### src/logic/phypsr_consts.svh
`ifndef PHYPSR_CONSTS_SVH
`define PHYPSR_CONSTS_SVH

// Register addresses
`define PHYPSR_ADDR_EVENTS      4'h5
`define PHYPSR_ADDR_SELECT      4'h7
`define PHYPSR_ADDR_PSTAT0      4'h8
`define PHYPSR_ADDR_PSTAT1      4'h9

// Event register fields
`define PHYPSR_BIT_WATCHDOG     7
`define PHYPSR_BIT_LOOP         5
`define PHYPSR_BIT_PWR_FAIL     4
`define PHYPSR_BIT_TIMEOUT      3
`define PHYPSR_BIT_PORT_EVENT   2
`define PHYPSR_BIT_ACCEL        1
`define PHYPSR_BIT_MULTI        0

// Selector register fields
`define PHYPSR_PAGE_MSB         7
`define PHYPSR_PAGE_LSB         5
`define PHYPSR_PORT_MSB         3
`define PHYPSR_PORT_LSB         0

// Port status page, first register
`define PHYPSR_PA_MSB           7
`define PHYPSR_PA_LSB           6
`define PHYPSR_PB_MSB           5
`define PHYPSR_PB_LSB           4
`define PHYPSR_BIT_ROLE         3
`define PHYPSR_BIT_ATTACHED     2
`define PHYPSR_BIT_BIAS         1
`define PHYPSR_BIT_PORT_OFF     0

// Port status page, second register
`define PHYPSR_RATE_MSB         7
`define PHYPSR_RATE_LSB         5
`define PHYPSR_BIT_IRQ_EN       4
`define PHYPSR_BIT_FAULT        3

// Page and port codes
`define PHYPSR_PAGE_PORT_STATUS 3'h0
`define PHYPSR_PAGE_VENDOR_ID   3'h1
`define PHYPSR_PAGE_VENDOR_DEP  3'h7
`define PHYPSR_PORT_0           4'h0
`define PHYPSR_PORT_1           4'h1
`define PHYPSR_NUM_PORTS        2

// Reset values
`define PHYPSR_RST_PAGE         3'h0
`define PHYPSR_RST_PORT         4'h0
`define PHYPSR_RST_BYTE         8'h00

// Wake clock timing
`define PHYPSR_CORE_CLK_KHZ     200000
`define PHYPSR_WAKE_CLK_KHZ     6144
`define PHYPSR_WAKE_HALF_CYC \
   (`PHYPSR_CORE_CLK_KHZ / (2 * `PHYPSR_WAKE_CLK_KHZ))

`endif

### src/logic/phypsr_pkg.sv
package phypsr_pkg;

   // Live status of one cable port
   typedef struct packed {
      logic [1:0] pair_a_line_state;
      logic [1:0] pair_b_line_state;
      logic       downstream_role;
      logic       link_attached;
      logic       bias_present;
      logic [2:0] peer_top_rate;
   } phypsr_port_stat_t;

   // Register access request
   typedef struct packed {
      logic       wr;
      logic       rd;
      logic [3:0] addr;
      logic [7:0] wdata;
   } phypsr_req_t;

endpackage

### src/logic/phypsr_regs.sv
`timescale 1ns/100ps
`include "phypsr_consts.svh"

module phypsr_regs
   import phypsr_pkg::*;
(
   // Clock and reset
   input  wire logic              CORE_CLK,
   input  wire logic              RST,
   // Register access from link side
   input  wire phypsr_req_t       REG_REQ,
   output logic [7:0]             REG_RDATA,
   output logic                   REG_RVALID,
   // Core event inputs
   input  wire logic              ARB_TIMEOUT,
   input  wire logic              LOOP_FLAG,
   input  wire logic              PWR_FAIL_FLAG,
   input  wire logic              SUSPEND_FUNCTION_SELECT,
   input  wire logic              LINK_POWER_STATE_INPUT,
   // Per-port inputs
   input  wire phypsr_port_stat_t PORT_STAT [`PHYPSR_NUM_PORTS],
   input  wire logic [1:0]        PORT_RESUME,
   input  wire logic [1:0]        PORT_SUSPEND_ERR,
   // Controls to the core
   output logic                   ARB_ACCEL_EN,
   output logic                   MULTISPEED_EN,
   output logic [1:0]             PORT_OFF,
   output logic [2:0]             PAGE_SEL,
   output logic                   LINK_WAKE_OUTPUT
);

   logic       timeout_q;
   logic       port_event_q;
   logic       accel_q;
   logic       multi_q;
   logic       watchdog_q;
   logic [2:0] page_q;
   logic [3:0] port_q;
   logic [1:0] port_off_q;
   logic [1:0] irq_en_q;
   logic [1:0] fault_q;
   logic [1:0] port_change;
   logic [7:0] rdata_q;
   logic [7:0] rdata_d;
   logic       rvalid_q;
   logic       wr_events;
   logic       wr_select;
   logic       wr_pstat0;
   logic       wr_pstat1;
   logic       event_set;
   logic [4:0] wake_cnt_q;
   logic       wake_q;
   logic       wake_cond;

   // Port status page visible only for a valid port code
   function automatic logic port_page_hit(input logic [2:0] pg,
                                          input logic [3:0] ps);
      port_page_hit = (pg == `PHYPSR_PAGE_PORT_STATUS) &&
                      ((ps == `PHYPSR_PORT_0) || (ps == `PHYPSR_PORT_1));
   endfunction

   function automatic logic sel_port1(input logic [3:0] ps);
      sel_port1 = (ps == `PHYPSR_PORT_1);
   endfunction

   assign wr_events = REG_REQ.wr && (REG_REQ.addr == `PHYPSR_ADDR_EVENTS);
   assign wr_select = REG_REQ.wr && (REG_REQ.addr == `PHYPSR_ADDR_SELECT);
   assign wr_pstat0 = REG_REQ.wr && (REG_REQ.addr == `PHYPSR_ADDR_PSTAT0)
                      && port_page_hit(page_q, port_q);
   assign wr_pstat1 = REG_REQ.wr && (REG_REQ.addr == `PHYPSR_ADDR_PSTAT1)
                      && port_page_hit(page_q, port_q);

   // Time-out flag: a set in the clearing cycle wins
   always_ff @(posedge CORE_CLK or posedge RST)
   begin
      if (RST)
         timeout_q <= 1'b0;
      else if (ARB_TIMEOUT)
         timeout_q <= 1'b1;
      else if (wr_events && REG_REQ.wdata[`PHYPSR_BIT_TIMEOUT])
         timeout_q <= 1'b0;
   end

   // Plain control bits
   always_ff @(posedge CORE_CLK or posedge RST)
   begin
      if (RST)
      begin
         accel_q    <= 1'b0;
         multi_q    <= 1'b0;
         watchdog_q <= 1'b0;
      end
      else if (wr_events)
      begin
         // Changing this with a request pending is the link's hazard
         accel_q    <= REG_REQ.wdata[`PHYPSR_BIT_ACCEL];
         multi_q    <= REG_REQ.wdata[`PHYPSR_BIT_MULTI];
         watchdog_q <= REG_REQ.wdata[`PHYPSR_BIT_WATCHDOG];
      end
   end

   // Page and port selectors
   always_ff @(posedge CORE_CLK or posedge RST)
   begin
      if (RST)
      begin
         page_q <= `PHYPSR_RST_PAGE;
         port_q <= `PHYPSR_RST_PORT;
      end
      else if (wr_select)
      begin
         page_q <= REG_REQ.wdata[`PHYPSR_PAGE_MSB:`PHYPSR_PAGE_LSB];
         // Vendor page needs port 1; left to software
         port_q <= REG_REQ.wdata[`PHYPSR_PORT_MSB:`PHYPSR_PORT_LSB];
      end
   end

   // Per-port storage and change detection
   genvar gi;
   generate
      for (gi = 0; gi < `PHYPSR_NUM_PORTS; gi = gi + 1)
      begin : g_port
         logic       hit;
         logic [3:0] cur;
         logic [3:0] prev_q;

         assign hit = (sel_port1(port_q) == (gi == 1));
         assign cur = {PORT_STAT[gi].link_attached,
                       PORT_STAT[gi].bias_present,
                       port_off_q[gi], fault_q[gi]};

         always_ff @(posedge CORE_CLK or posedge RST)
         begin
            if (RST)
            begin
               port_off_q[gi] <= 1'b0;
               irq_en_q[gi]   <= 1'b0;
            end
            else
            begin
               if (wr_pstat0 && hit)
                  port_off_q[gi] <=
                     REG_REQ.wdata[`PHYPSR_BIT_PORT_OFF];
               if (wr_pstat1 && hit)
                  irq_en_q[gi] <= REG_REQ.wdata[`PHYPSR_BIT_IRQ_EN];
            end
         end

         always_ff @(posedge CORE_CLK or posedge RST)
         begin
            if (RST)
               fault_q[gi] <= 1'b0;
            else if (PORT_SUSPEND_ERR[gi] && SUSPEND_FUNCTION_SELECT)
               fault_q[gi] <= 1'b1;
            else if (wr_pstat1 && hit &&
                     REG_REQ.wdata[`PHYPSR_BIT_FAULT])
               fault_q[gi] <= 1'b0;
         end

         // Zero start is safe: the enable also resets low
         always_ff @(posedge CORE_CLK or posedge RST)
         begin
            if (RST)
               prev_q <= 4'h0;
            else
               prev_q <= cur;
         end

         assign port_change[gi] = irq_en_q[gi] &&
                                  (cur != prev_q);
      end
   endgenerate

   // Port event flag, gated off with suspend/resume disabled
   assign event_set = SUSPEND_FUNCTION_SELECT &&
                      ((|port_change) ||
                       (watchdog_q && (|PORT_RESUME)));

   always_ff @(posedge CORE_CLK or posedge RST)
   begin
      if (RST)
         port_event_q <= 1'b0;
      else if (event_set)
         port_event_q <= 1'b1;
      else if (wr_events && REG_REQ.wdata[`PHYPSR_BIT_PORT_EVENT])
         port_event_q <= 1'b0;
   end

   // Read path; unmapped addresses and other pages read zero
   always_comb
   begin
      rdata_d = `PHYPSR_RST_BYTE;
      unique case (REG_REQ.addr)
         `PHYPSR_ADDR_EVENTS:
         begin
            rdata_d[`PHYPSR_BIT_WATCHDOG]   = watchdog_q;
            rdata_d[`PHYPSR_BIT_LOOP]       = LOOP_FLAG;
            rdata_d[`PHYPSR_BIT_PWR_FAIL]   = PWR_FAIL_FLAG;
            rdata_d[`PHYPSR_BIT_TIMEOUT]    = timeout_q;
            rdata_d[`PHYPSR_BIT_PORT_EVENT] = port_event_q;
            rdata_d[`PHYPSR_BIT_ACCEL]      = accel_q;
            rdata_d[`PHYPSR_BIT_MULTI]      = multi_q;
         end
         `PHYPSR_ADDR_SELECT:
         begin
            rdata_d[`PHYPSR_PAGE_MSB:`PHYPSR_PAGE_LSB] = page_q;
            rdata_d[`PHYPSR_PORT_MSB:`PHYPSR_PORT_LSB] = port_q;
         end
         `PHYPSR_ADDR_PSTAT0:
         begin
            if (port_page_hit(page_q, port_q))
            begin
               rdata_d[`PHYPSR_PA_MSB:`PHYPSR_PA_LSB] =
                  PORT_STAT[sel_port1(port_q)].pair_a_line_state;
               rdata_d[`PHYPSR_PB_MSB:`PHYPSR_PB_LSB] =
                  PORT_STAT[sel_port1(port_q)].pair_b_line_state;
               rdata_d[`PHYPSR_BIT_ROLE] =
                  PORT_STAT[sel_port1(port_q)].downstream_role;
               rdata_d[`PHYPSR_BIT_ATTACHED] =
                  PORT_STAT[sel_port1(port_q)].link_attached;
               rdata_d[`PHYPSR_BIT_BIAS] =
                  PORT_STAT[sel_port1(port_q)].bias_present;
               rdata_d[`PHYPSR_BIT_PORT_OFF] =
                  port_off_q[sel_port1(port_q)];
            end
         end
         `PHYPSR_ADDR_PSTAT1:
         begin
            if (port_page_hit(page_q, port_q))
            begin
               rdata_d[`PHYPSR_RATE_MSB:`PHYPSR_RATE_LSB] =
                  PORT_STAT[sel_port1(port_q)].peer_top_rate;
               rdata_d[`PHYPSR_BIT_IRQ_EN] =
                  irq_en_q[sel_port1(port_q)];
               rdata_d[`PHYPSR_BIT_FAULT] =
                  fault_q[sel_port1(port_q)];
            end
         end
         default:
            rdata_d = `PHYPSR_RST_BYTE;
      endcase
   end

   always_ff @(posedge CORE_CLK or posedge RST)
   begin
      if (RST)
      begin
         rdata_q  <= `PHYPSR_RST_BYTE;
         rvalid_q <= 1'b0;
      end
      else
      begin
         rvalid_q <= REG_REQ.rd;
         if (REG_REQ.rd)
            rdata_q <= rdata_d;
      end
   end

   // Wake clock; watchdog off hides loop/power/time-out while link is down
   assign wake_cond = !LINK_POWER_STATE_INPUT &&
                      (port_event_q ||
                       (watchdog_q &&
                        (LOOP_FLAG || PWR_FAIL_FLAG || timeout_q)));

   always_ff @(posedge CORE_CLK or posedge RST)
   begin
      if (RST)
      begin
         wake_cnt_q <= 5'h00;
         wake_q     <= 1'b0;
      end
      else if (!wake_cond)
      begin
         wake_cnt_q <= 5'h00;
         wake_q     <= 1'b0;
      end
      else if (wake_cnt_q == 5'(`PHYPSR_WAKE_HALF_CYC - 1))
      begin
         wake_cnt_q <= 5'h00;
         wake_q     <= !wake_q;
      end
      else
         wake_cnt_q <= wake_cnt_q + 5'h01;
   end

   assign REG_RDATA        = rdata_q;
   assign REG_RVALID       = rvalid_q;
   assign ARB_ACCEL_EN     = accel_q;
   assign MULTISPEED_EN    = multi_q;
   assign PORT_OFF         = port_off_q;
   assign PAGE_SEL         = page_q;
   assign LINK_WAKE_OUTPUT = wake_q;
endmodule

### config.mk
export PLATFORM = sky130hd
export DESIGN_NAME = phypsr_regs
export DESIGN_NICKNAME = d
export VERILOG_FILES = /design/src/logic/phypsr_pkg.sv /design/src/logic/phypsr_regs.sv
export VERILOG_INCLUDE_DIRS = /design/src /design/src/logic
export SDC_FILE = /design/constraint.sdc
export NUM_CORES = 1
export LEC_CHECK = 0
export ABC_CLOCK_PERIOD_IN_PS = 6300
export BUFFER_PORTS_ARGS = -buffer_cell sky130_fd_sc_hd__buf_2
export CAP_MARGIN = 20
export CORE_MARGIN = 2
export CORE_UTILIZATION = 45
export CTS_CLUSTER_DIAMETER = 40
export DETAILED_ROUTE_END_ITERATION = 8
export GPL_ROUTABILITY_DRIVEN = 1
export GPL_TIMING_DRIVEN = 0
export PLACE_DENSITY = 0.72
export SYNTH_ARGS = -nofsm -noshare
export SYNTH_HDL_FRONTEND = slang
export SYNTH_SLANG_ARGS = --single-unit
### constraint.sdc
create_clock -name CORE_CLK -period 6.3 [get_ports CORE_CLK]
set_clock_uncertainty 0.05 [all_clocks]
set_input_delay 0.315 -clock CORE_CLK [delete_from_list [all_inputs] [get_ports CORE_CLK]]
set_output_delay 0.315 -clock CORE_CLK [all_outputs]
set_load 0.005 [all_outputs]
* After elaboration in Yosys (flattened, before gate mapping) *
Index checks and enable logic that the tools add are counted.

operators by class
  multiply operators = 0
  reductions and logical operators = 38
  bitwise logic cells = 2
  equal/unequal tests = 9
  divide/modulo/power cells = 0
  multiplexer cells = 29
  $lt $le $gt $ge = 2
  add/sub/neg operators = 1
  shifts and indexed selects = 0

operators by type and width
  operator               number
  $mux W10               3
  $logic_and A1 B1 Y1    23
  $mux W1                16
  $mux W5                3
  $pmux W1 S4            3
  $pmux W3 S3            1
  $eq A4 B3 Y1 const B   2
  $eq A4 B4 Y1 const B   2
  $mux W8                1
  $ne A4 B4 Y1           2
  $reduce_bool A2 Y1     4
  $pmux W1 S3            2
  $add A5 B1 Y5 const B  1
  $eq A5 B4 Y1 const B   1
  $logic_or A1 B1 Y1     5
  $eq A4 B1 Y1 const B   1
  $logic_not A4 Y1       1
  $reduce_or A2 Y1       2
  $logic_not A3 Y1       1
  $ge A2 B2 Y1 const B   1
  $logic_not A1 Y1       2
  $lt A1 B2 Y1 const B   1
  $ne A2 B1 Y1 const B   1
  $not A1 Y2             1
  $not A1 Y1             1

storage, ports and cells
  ROM bits = 0
  memory bits (writable) = 0
  flip-flop bits (word level) = 41
  logic and storage cells = 100
  memories = 0
  latch bits = 0
  input bits = 45

* Depth between registers and ports, before layout *
Gate-level depths: netlist of the first run.

  depth after elaboration = 8
  gate-level depth with buffers = 5
  depth with buffers taken out = 5

* Least setup slack after synthesis of the first run *
No wires, ideal clock.

  path type = reg-to-reg
  start point = register page_q[0] (netlist: PAGE_SEL[0])
  end point = register port_off_q[0] (netlist: PORT_OFF[0])
  buffers on the path = 0
  stages on the path, launching flop included = 5
  setup slack = 4.132 ns
  arrival time = 1.994 ns
  required time = 6.125 ns
  library setup time = 0.125 ns
  path through = dfrtp_1 or4_4 or4_4 nor3b_2 mux2_2

on the way
  cells in the longest elaborated chain, start to end = 4

ends and longest elaborated chain
  what                               line                text
  start: declaration                 phypsr_regs.sv:37   logic [2:0] page_q;
  start signal: assignment           phypsr_regs.sv:107  page_q <= `PHYPSR_RST_PAGE;
  start signal: assignment           phypsr_regs.sv:112  page_q <= REG_REQ.wdata[`PHYPSR_PAGE_MSB:`PHYPSR_PAGE_LSB];
  $logic_not A3 Y1 (no source line)  -
  $logic_and A1 B1 Y1                phypsr_regs.sv:58   port_page_hit = (pg == `PHYPSR_PAGE_PORT_STATUS) &&
  $logic_and A1 B1 Y1                phypsr_regs.sv:68   assign wr_pstat0 = REG_REQ.wr && (REG_REQ.addr == `PHYPSR_ADDR_PSTAT0)
  $logic_and A1 B1 Y1                phypsr_regs.sv:141  if (wr_pstat0 && hit)
  end signal: indexed assignment     phypsr_regs.sv:142  port_off_q[gi] <=
  end: declaration                   phypsr_regs.sv:39   logic [1:0] port_off_q;

No other way between the ends.
A chain may end at the register's enable or synchronous reset.

* Worst setup path after layout of the first run *
Ends and elaborated chain as after synthesis.

==> run summary, run 1 <==
Post-synth EDFFs: 0
Tmin final: 2.24 ns
Hold Path Class: in -> reg
WL/cell: 15.9 um
Hold path cells: 1
All-Layer GR Usage: 20.1%
Layout Area Growth over Synthesis: 24.2%
Final setup vio count: 0
Share of post-route cells with drive strength above 1: 39.6%
DRT Pass-1 Iters: 4
Global-route wire length before repair: 7.73 mm
Synth top area cells: dfrtp_1 52%, mux2_2 8.0%, mux4_2 5.7%
Sequential area share after synthesis: 52.2%
Wire length on met3: 310 um
Endpoints failing hold: 0
# nets final: 275
Input/output buffers: 58
Max-slew violations: 0
Max-cap violation count: 0
Yosys Warn Count: 0
CP Class: reg -> reg
Depth of the worst register-to-register path: 4
RR Startpoint: PAGE_SEL[0]$_DFFE_PP0P_
Syn avg cell area: 12.0 um2
Skew-Pair Late Insertion Delay: 0.29 ns
Fmax: 446 MHz
Largest family of logic cells by synthesized area: multiplexers
Startpoint Class: flop
GPL Wtd Cong: 0.888
CTS tree: yes
TritonCTS buffer count: 5
Routed metal-1 wire length: 2.02 mm
Die X: 70.1 um
Antenna Diode Count: 0
Final worst slack: 4.06 ns
RSZ-0062 raised after global routing: false
H-tree depth: 2
DP HPWL: 3.33 mm
Capturing point of the worst reg2reg path: PORT_OFF[0]$_DFFE_PP0P_
PwrDens: 271 nW/um2
Wire length on met2: 2.12 mm
Slew HR: 43.3%
Die area: 4910 um2
# Post-CTS Setup Buffers: 0
Pre-CTS worst setup slack: 4.07 ns
Post-route ant nets: 0
Remaining Overflow, GRT: 0
Clock tree root driver cell: clkbuf_8
Commonest non-fill, non-tap cell in the layout: buf_2
Synth Flop Type: dfrtp_1
CTS resizes: 0
Pin count of the biggest net entering global routing: 42
Final total negative setup slack: 0 ns
Hold path endpoint: g_port[0].prev_q[2]$_DFF_PP0_
I/O Pins: 62
CP Capture Type: flop
Pleak: 1.15 nW
Initial Util: 45.8%
Syn_nets: 210
Initial antenna violation count: 0
Share of the synthesized area in the top cell type: 52.2%
Final period util: 35.6%
Number of global-route vias before repair: 1573
Worst Max-Slew Pin Slew: 0.849 ns
Post-Route WL: 4.49 mm
Area fraction in compound gates after synthesis: 9.04%
CTS max path bufs: 2
Mux contribution to synthesized area: 18.3%
Drt initial violations: 82
DR DRC count: 0
Via density: 5.48
Site Rows: 24
Async SR Flop Fraction: 100%
Req. time, crit path: 6.43 ns
Die H: 70.1 um
# clock sinks: 41
HP Start: PORT_STAT[13]
Vias post-DR: 1546
Yosys reg bits: 41
Critical path arrival: 2.37 ns
Netlist cell types: 36
Synth area leader: dfrtp_1
Clk slew on worst S/H paths: 0.08 ns
Mapped Cells: 164
Mapped cell area: 1970 um2
Highest routed layer: met4
Hold-fix buffers, CTS: 0
Core ar.: 4290 um2
CP Max Fanout: 5
Post-Synth XOR/XNOR Area: 4.46%
Commonest cells after routing, fill and taps aside: 59 x buf_2, 41 x dfrtp_1, 14 x nor2_1, 14 x mux2_2, 11 x nand2_1
Peak VDD IR: 0.000147 V
Adder-Cell Fraction of Synth Area: 0.637%
Synth Area in Simple Gates: 13.2%
Worst R2R Setup Slack: 4.06 ns
Status: finished clean
critical path, stage by stage (launching register included):
cell     delay [ns]
dfrtp_1        0.41
or4_4          0.57
or4_4          0.57
nor3b_2        0.18
mux2_2         0.34
area by class of cell:
class                      count  area, um2
fill                         375       1850
clock inverter                 2       37.5
multi-input combinational    114        897
timing repair buffer          58        290
clock buffer                   6       82.6
buffer                         5       27.5
tap                           52       65.1
inverter                       4       15.0
sequential                    41       1030
synthesized netlist by cell type (2+ instances only):
| cell | n |
|---|---|
| dfrtp_1 | 41 |
| clkbuf_1 | 3 |
| nand2_1 | 11 |
| xor2_1 | 4 |
| nor2b_1 | 4 |
| mux2i_1 | 9 |
| nor2_1 | 14 |
| nand3_1 | 6 |
| mux2_2 | 14 |
| nor3_1 | 5 |
| xnor2_1 | 6 |
| nor4_1 | 2 |
| o21ai_0 | 7 |
| a21oi_1 | 3 |
| o22a_1 | 3 |
| a22o_1 | 2 |
| or4_4 | 2 |
| a211o_1 | 3 |
| inv_1 | 4 |
| mux4_2 | 5 |
power by group:
group	leakage [nW]	internal [W]	switching (W)	total, W
sequential	0.500	0.000293	0.0000289	0.000322
clock	0.0574	0.000129	0.0000944	0.000223
combinational	0.596	0.0000645	0.0000526	0.000117
total	1.15	0.000486	0.000176	0.000662
worst max path at each step:
stage | slack [ns] | from | end
detailed placement | 4.07 | PAGE_SEL[0]$_DFFE_PP0P_ | PORT_OFF[0]$_DFFE_PP0P_
global placement | 4.08 | PAGE_SEL[0]$_DFFE_PP0P_ | PORT_OFF[0]$_DFFE_PP0P_
finish | 4.06 | PAGE_SEL[0]$_DFFE_PP0P_ | PORT_OFF[0]$_DFFE_PP0P_
global route | 3.98 | PAGE_SEL[0]$_DFFE_PP0P_ | PORT_OFF[0]$_DFFE_PP0P_
floorplan | 4.13 | PAGE_SEL[0]$_DFFE_PP0P_ | PORT_OFF[0]$_DFFE_PP0P_
CTS | 4.06 | PAGE_SEL[0]$_DFFE_PP0P_ | PORT_OFF[0]$_DFFE_PP0P_
kinds of logic (layout without fill, tap and decap cells):
family          Yosys count  after routing
mux                      28             28
xor+xnor                 10             10
compound gates           25             25
fa+ha+maj                 1              1
buf+inv                   9             75
flops                    41             41
simple gates             50             50
state kept, by name (all words and copies together) (netlist names):
| register | flops |
|---|---|
| g_port.prev_q | 8 |
| irq_en_q | 2 |
| timeout_q | 1 |
| ARB_ACCEL_EN | 1 |
| fault_q | 2 |
| REG_RDATA | 8 |
| REG_RVALID | 1 |
| port_q | 4 |
| MULTISPEED_EN | 1 |
| port_event_q | 1 |
| LINK_WAKE_OUTPUT | 1 |
| watchdog_q | 1 |
| PORT_OFF | 2 |
| PAGE_SEL | 3 |
| wake_cnt_q | 5 |
routing by layer:
metal | global-route usage, % | up-vias
met2 | 31.4 | 61
met3 | 4.62 | 5
li1 | - | 728
met4 | 4.70 | 0
met5 | 0 | -
met1 | 28.9 | 752
per-stage QoR:
| stage | util, % | hold WS, ns | std cells | instance area (um2) | power (W) |
|---|---|---|---|---|---|
| global placement | 54.1 | 0.396 | 274 | 2320 | 0.000440 |
| floorplan | - | 0.296 | 164 | 1970 | 0.000394 |
| finish | 56.8 | 0.120 | 282 | 2440 | 0.000662 |
| global route | 56.8 | 0.109 | 282 | 2440 | 0.000694 |
| CTS | 56.8 | 0.112 | 282 | 2440 | 0.000666 |
| detailed placement | 54.1 | 0.404 | 274 | 2320 | 0.000444 |
Power figures use the tool's default switching activity.
==> run 2: changes to the inputs <==
- ABC_AREA: default -> 1
- ABC_CLOCK_PERIOD_IN_PS: 6300 -> 2250
- PLACE_DENSITY: 0.72 -> 0.7
- clock period: 6.3 -> 2.25 ns (I/O delays scaled with it)
==> run 2 against run 1 <==
Net effect: area after synthesis up 14%; final area up 19%; critical path type unchanged; final cell count up 58%; via count up 33%; combinational power rose to 3.9 times the previous value; synthesized cell count up 79%; critical endpoint is now REG_RDATA[1]$_DFFE_PP0P_; core utilization up 4.3 points.
==> run summary, run 2 <==
Status: finished clean
Skew-Pair Late Insertion Delay: 0.29 ns
CP Class: reg -> reg
Hold WS: 0.0122 ns
Most frequent cell after synthesis: nand2_1
I/O Pins: 62
Via density: 4.63
# clock sinks: 41
Req. time, crit path: 2.44 ns
RSZ-0062 raised after global routing: false
Syn avg cell area: 7.64 um2
WL/cell: 11.9 um
Tot Pwr: 0.00196 W
All-Layer GR Usage: 21.0%
Final setup vio count: 0
Remaining Overflow, GRT: 0
Commonest cells after routing, fill and taps aside: 101 x nand2_1, 62 x buf_2, 41 x dfrtp_1
DRT Pass-1 Iters: 4
Synth area leader: dfrtp_1
Vias post-DR: 2059
Post-route ant nets: 0
Initial antenna violation count: 0
Number of global-route vias before repair: 1938
CTS max path bufs: 2
Sequential area share after synthesis: 45.7%
Layout Area Growth over Synthesis: 29.3%
Clock tree root driver cell: clkbuf_8
Endpoints failing hold: 0
Peak VDD IR: 0.000404 V
DR DRC count: 0
DP HPWL: 3.94 mm
Cell Count, Final, Fillers Out: 445
Startpoint Class: flop
Fmax: 609 MHz
GR peak layer: met2
Antenna Diode Count: 0
Hold Path Class: in -> reg
Initial Util: 47.3%
Global-route wire length before repair: 8.75 mm
Share of the synthesized area in the top cell type: 45.7%
CP Capture Type: flop
# nets final: 423
Post-Route WL: 5.31 mm
Critical path arrival: 1.83 ns
Drt initial violations: 133
# Post-CTS Setup Buffers: 0
Tmin final: 1.64 ns
Worst Max-Slew Pin Slew: 0.848 ns
Grt met1 use: 28.6%
CP Max Fanout: 10
Commonest non-fill, non-tap cell in the layout: nand2_1
Clk slew on worst S/H paths: 0.08 ns
Core ar.: 4750 um2
CTS tree: yes
Synth top area cells: dfrtp_1 46%, nand2_1 17%, inv_1 6.8%
H-tree depth: 2
Slew HR: 43.4%
Pleak: 1.59 nW
Met3 usage: 4.15%
Mapped Cells: 294
Synth Flop Type: dfrtp_1
Final period util: 73.0%
Die X: 74.7 um
Netlist cell types: 29
Pin count of the biggest net entering global routing: 42
Max-slew violations: 0
Share of post-route cells with drive strength above 1: 25.1%
Die area: 5570 um2
Yosys reg bits: 41
Post-synth EDFFs: 0
Post-synth top cells: 101 x nand2_1, 41 x dfrtp_1, 41 x inv_1
Async SR Flop Fraction: 100%
Mapped cell area: 2250 um2
Die H: 74.7 um
Cells after DPL: 422
GPL Wtd Cong: 0.852
Final total negative setup slack: 0 ns
PwrDens: 675 nW/um2
Max-cap violation count: 0
Syn_nets: 340
TritonCTS buffer count: 5
Met2 usage: 34.0%
Site Rows: 25
Yosys Warn Count: 0
Input/output buffers: 61
## run 2: worst max-delay path, stage by stage, from the launching register on
cell     delay, ns
dfrtp_1       0.43
nor2_4        0.29
nand2_4       0.17
buf_6         0.19
o21ai_1       0.15
nand2_1       0.08
nand3_1       0.10
nand2_1       0.07
nand2_1       0.05
## run 2: area by class of cell
cell class	instances	area, um2
buffer	4	35.0
clock buffer	6	82.6
clock inverter	2	37.5
fill	456	1850
inverter	44	165
multi-input combinational	205	1020
sequential	41	1030
tap	67	83.8
timing repair buffer	76	455
## run 2: per-layer routing
metal  vias up  routed length (um)
li1       1079                   -
met1       911                2500
met2        60                2460
met3         9                 273
met4         0                  76
met5         -                   0
## run 2: path summary, 6_finish.rpt
check | start | end | slack [ns] | cells past startpoint
max | port_q[1]$_DFFE_PP0P_ | REG_RDATA[1]$_DFFE_PP0P_ | 0.61 | 8
min | REG_REQ[1] | port_q[1]$_DFFE_PP0P_ | 0.01 | 3
max reg2reg | port_q[1]$_DFFE_PP0P_ | REG_RDATA[1]$_DFFE_PP0P_ | 0.61 | 8
min reg2reg | PORT_OFF[1]$_DFFE_PP0P_ | g_port[1].prev_q[1]$_DFF_PP0_ | 0.40 | 0
max in group asynchronous | RST | timeout_q$_DFFE_PP0P_ | 1.14 | 3
min in group asynchronous | RST | wake_cnt_q[2]$_DFF_PP0_ | 0.48 | 3
## run 2: what timing repair did
action                                 in CTS  in global routing
resized for setup                           0                  0
endpoints found under the hold margin      54                  0
hold buffers                               15                  0
## run 2: logic make-up after synthesis
kind of cell    after synthesis  share of synthesized area [%]
buf+inv                      48                           8.91
compound gates               24                           6.07
fa+ha+maj                     1                          0.557
flops                        41                           45.7
xor+xnor                      4                           1.56
mux                           2                           1.34
simple gates                174                           35.9
## run 2: where the power goes
group | switching [W] | internal, W | total (W)
sequential | 0.0000745 | 0.000817 | 0.000892
combinational | 0.000258 | 0.000195 | 0.000453
clock | 0.000257 | 0.000361 | 0.000617
## run 2: metrics by stage
stage | setup slack [ns] | cell area, um2 | util, %
finish | 0.609 | 2910 | 61.1
global route | 0.481 | 2910 | 61.1
CTS | 0.615 | 2910 | 61.1
detailed placement | 0.638 | 2640 | 55.4
global placement | 0.603 | 2640 | 55.4
floorplan | 0.927 | 2250 | -
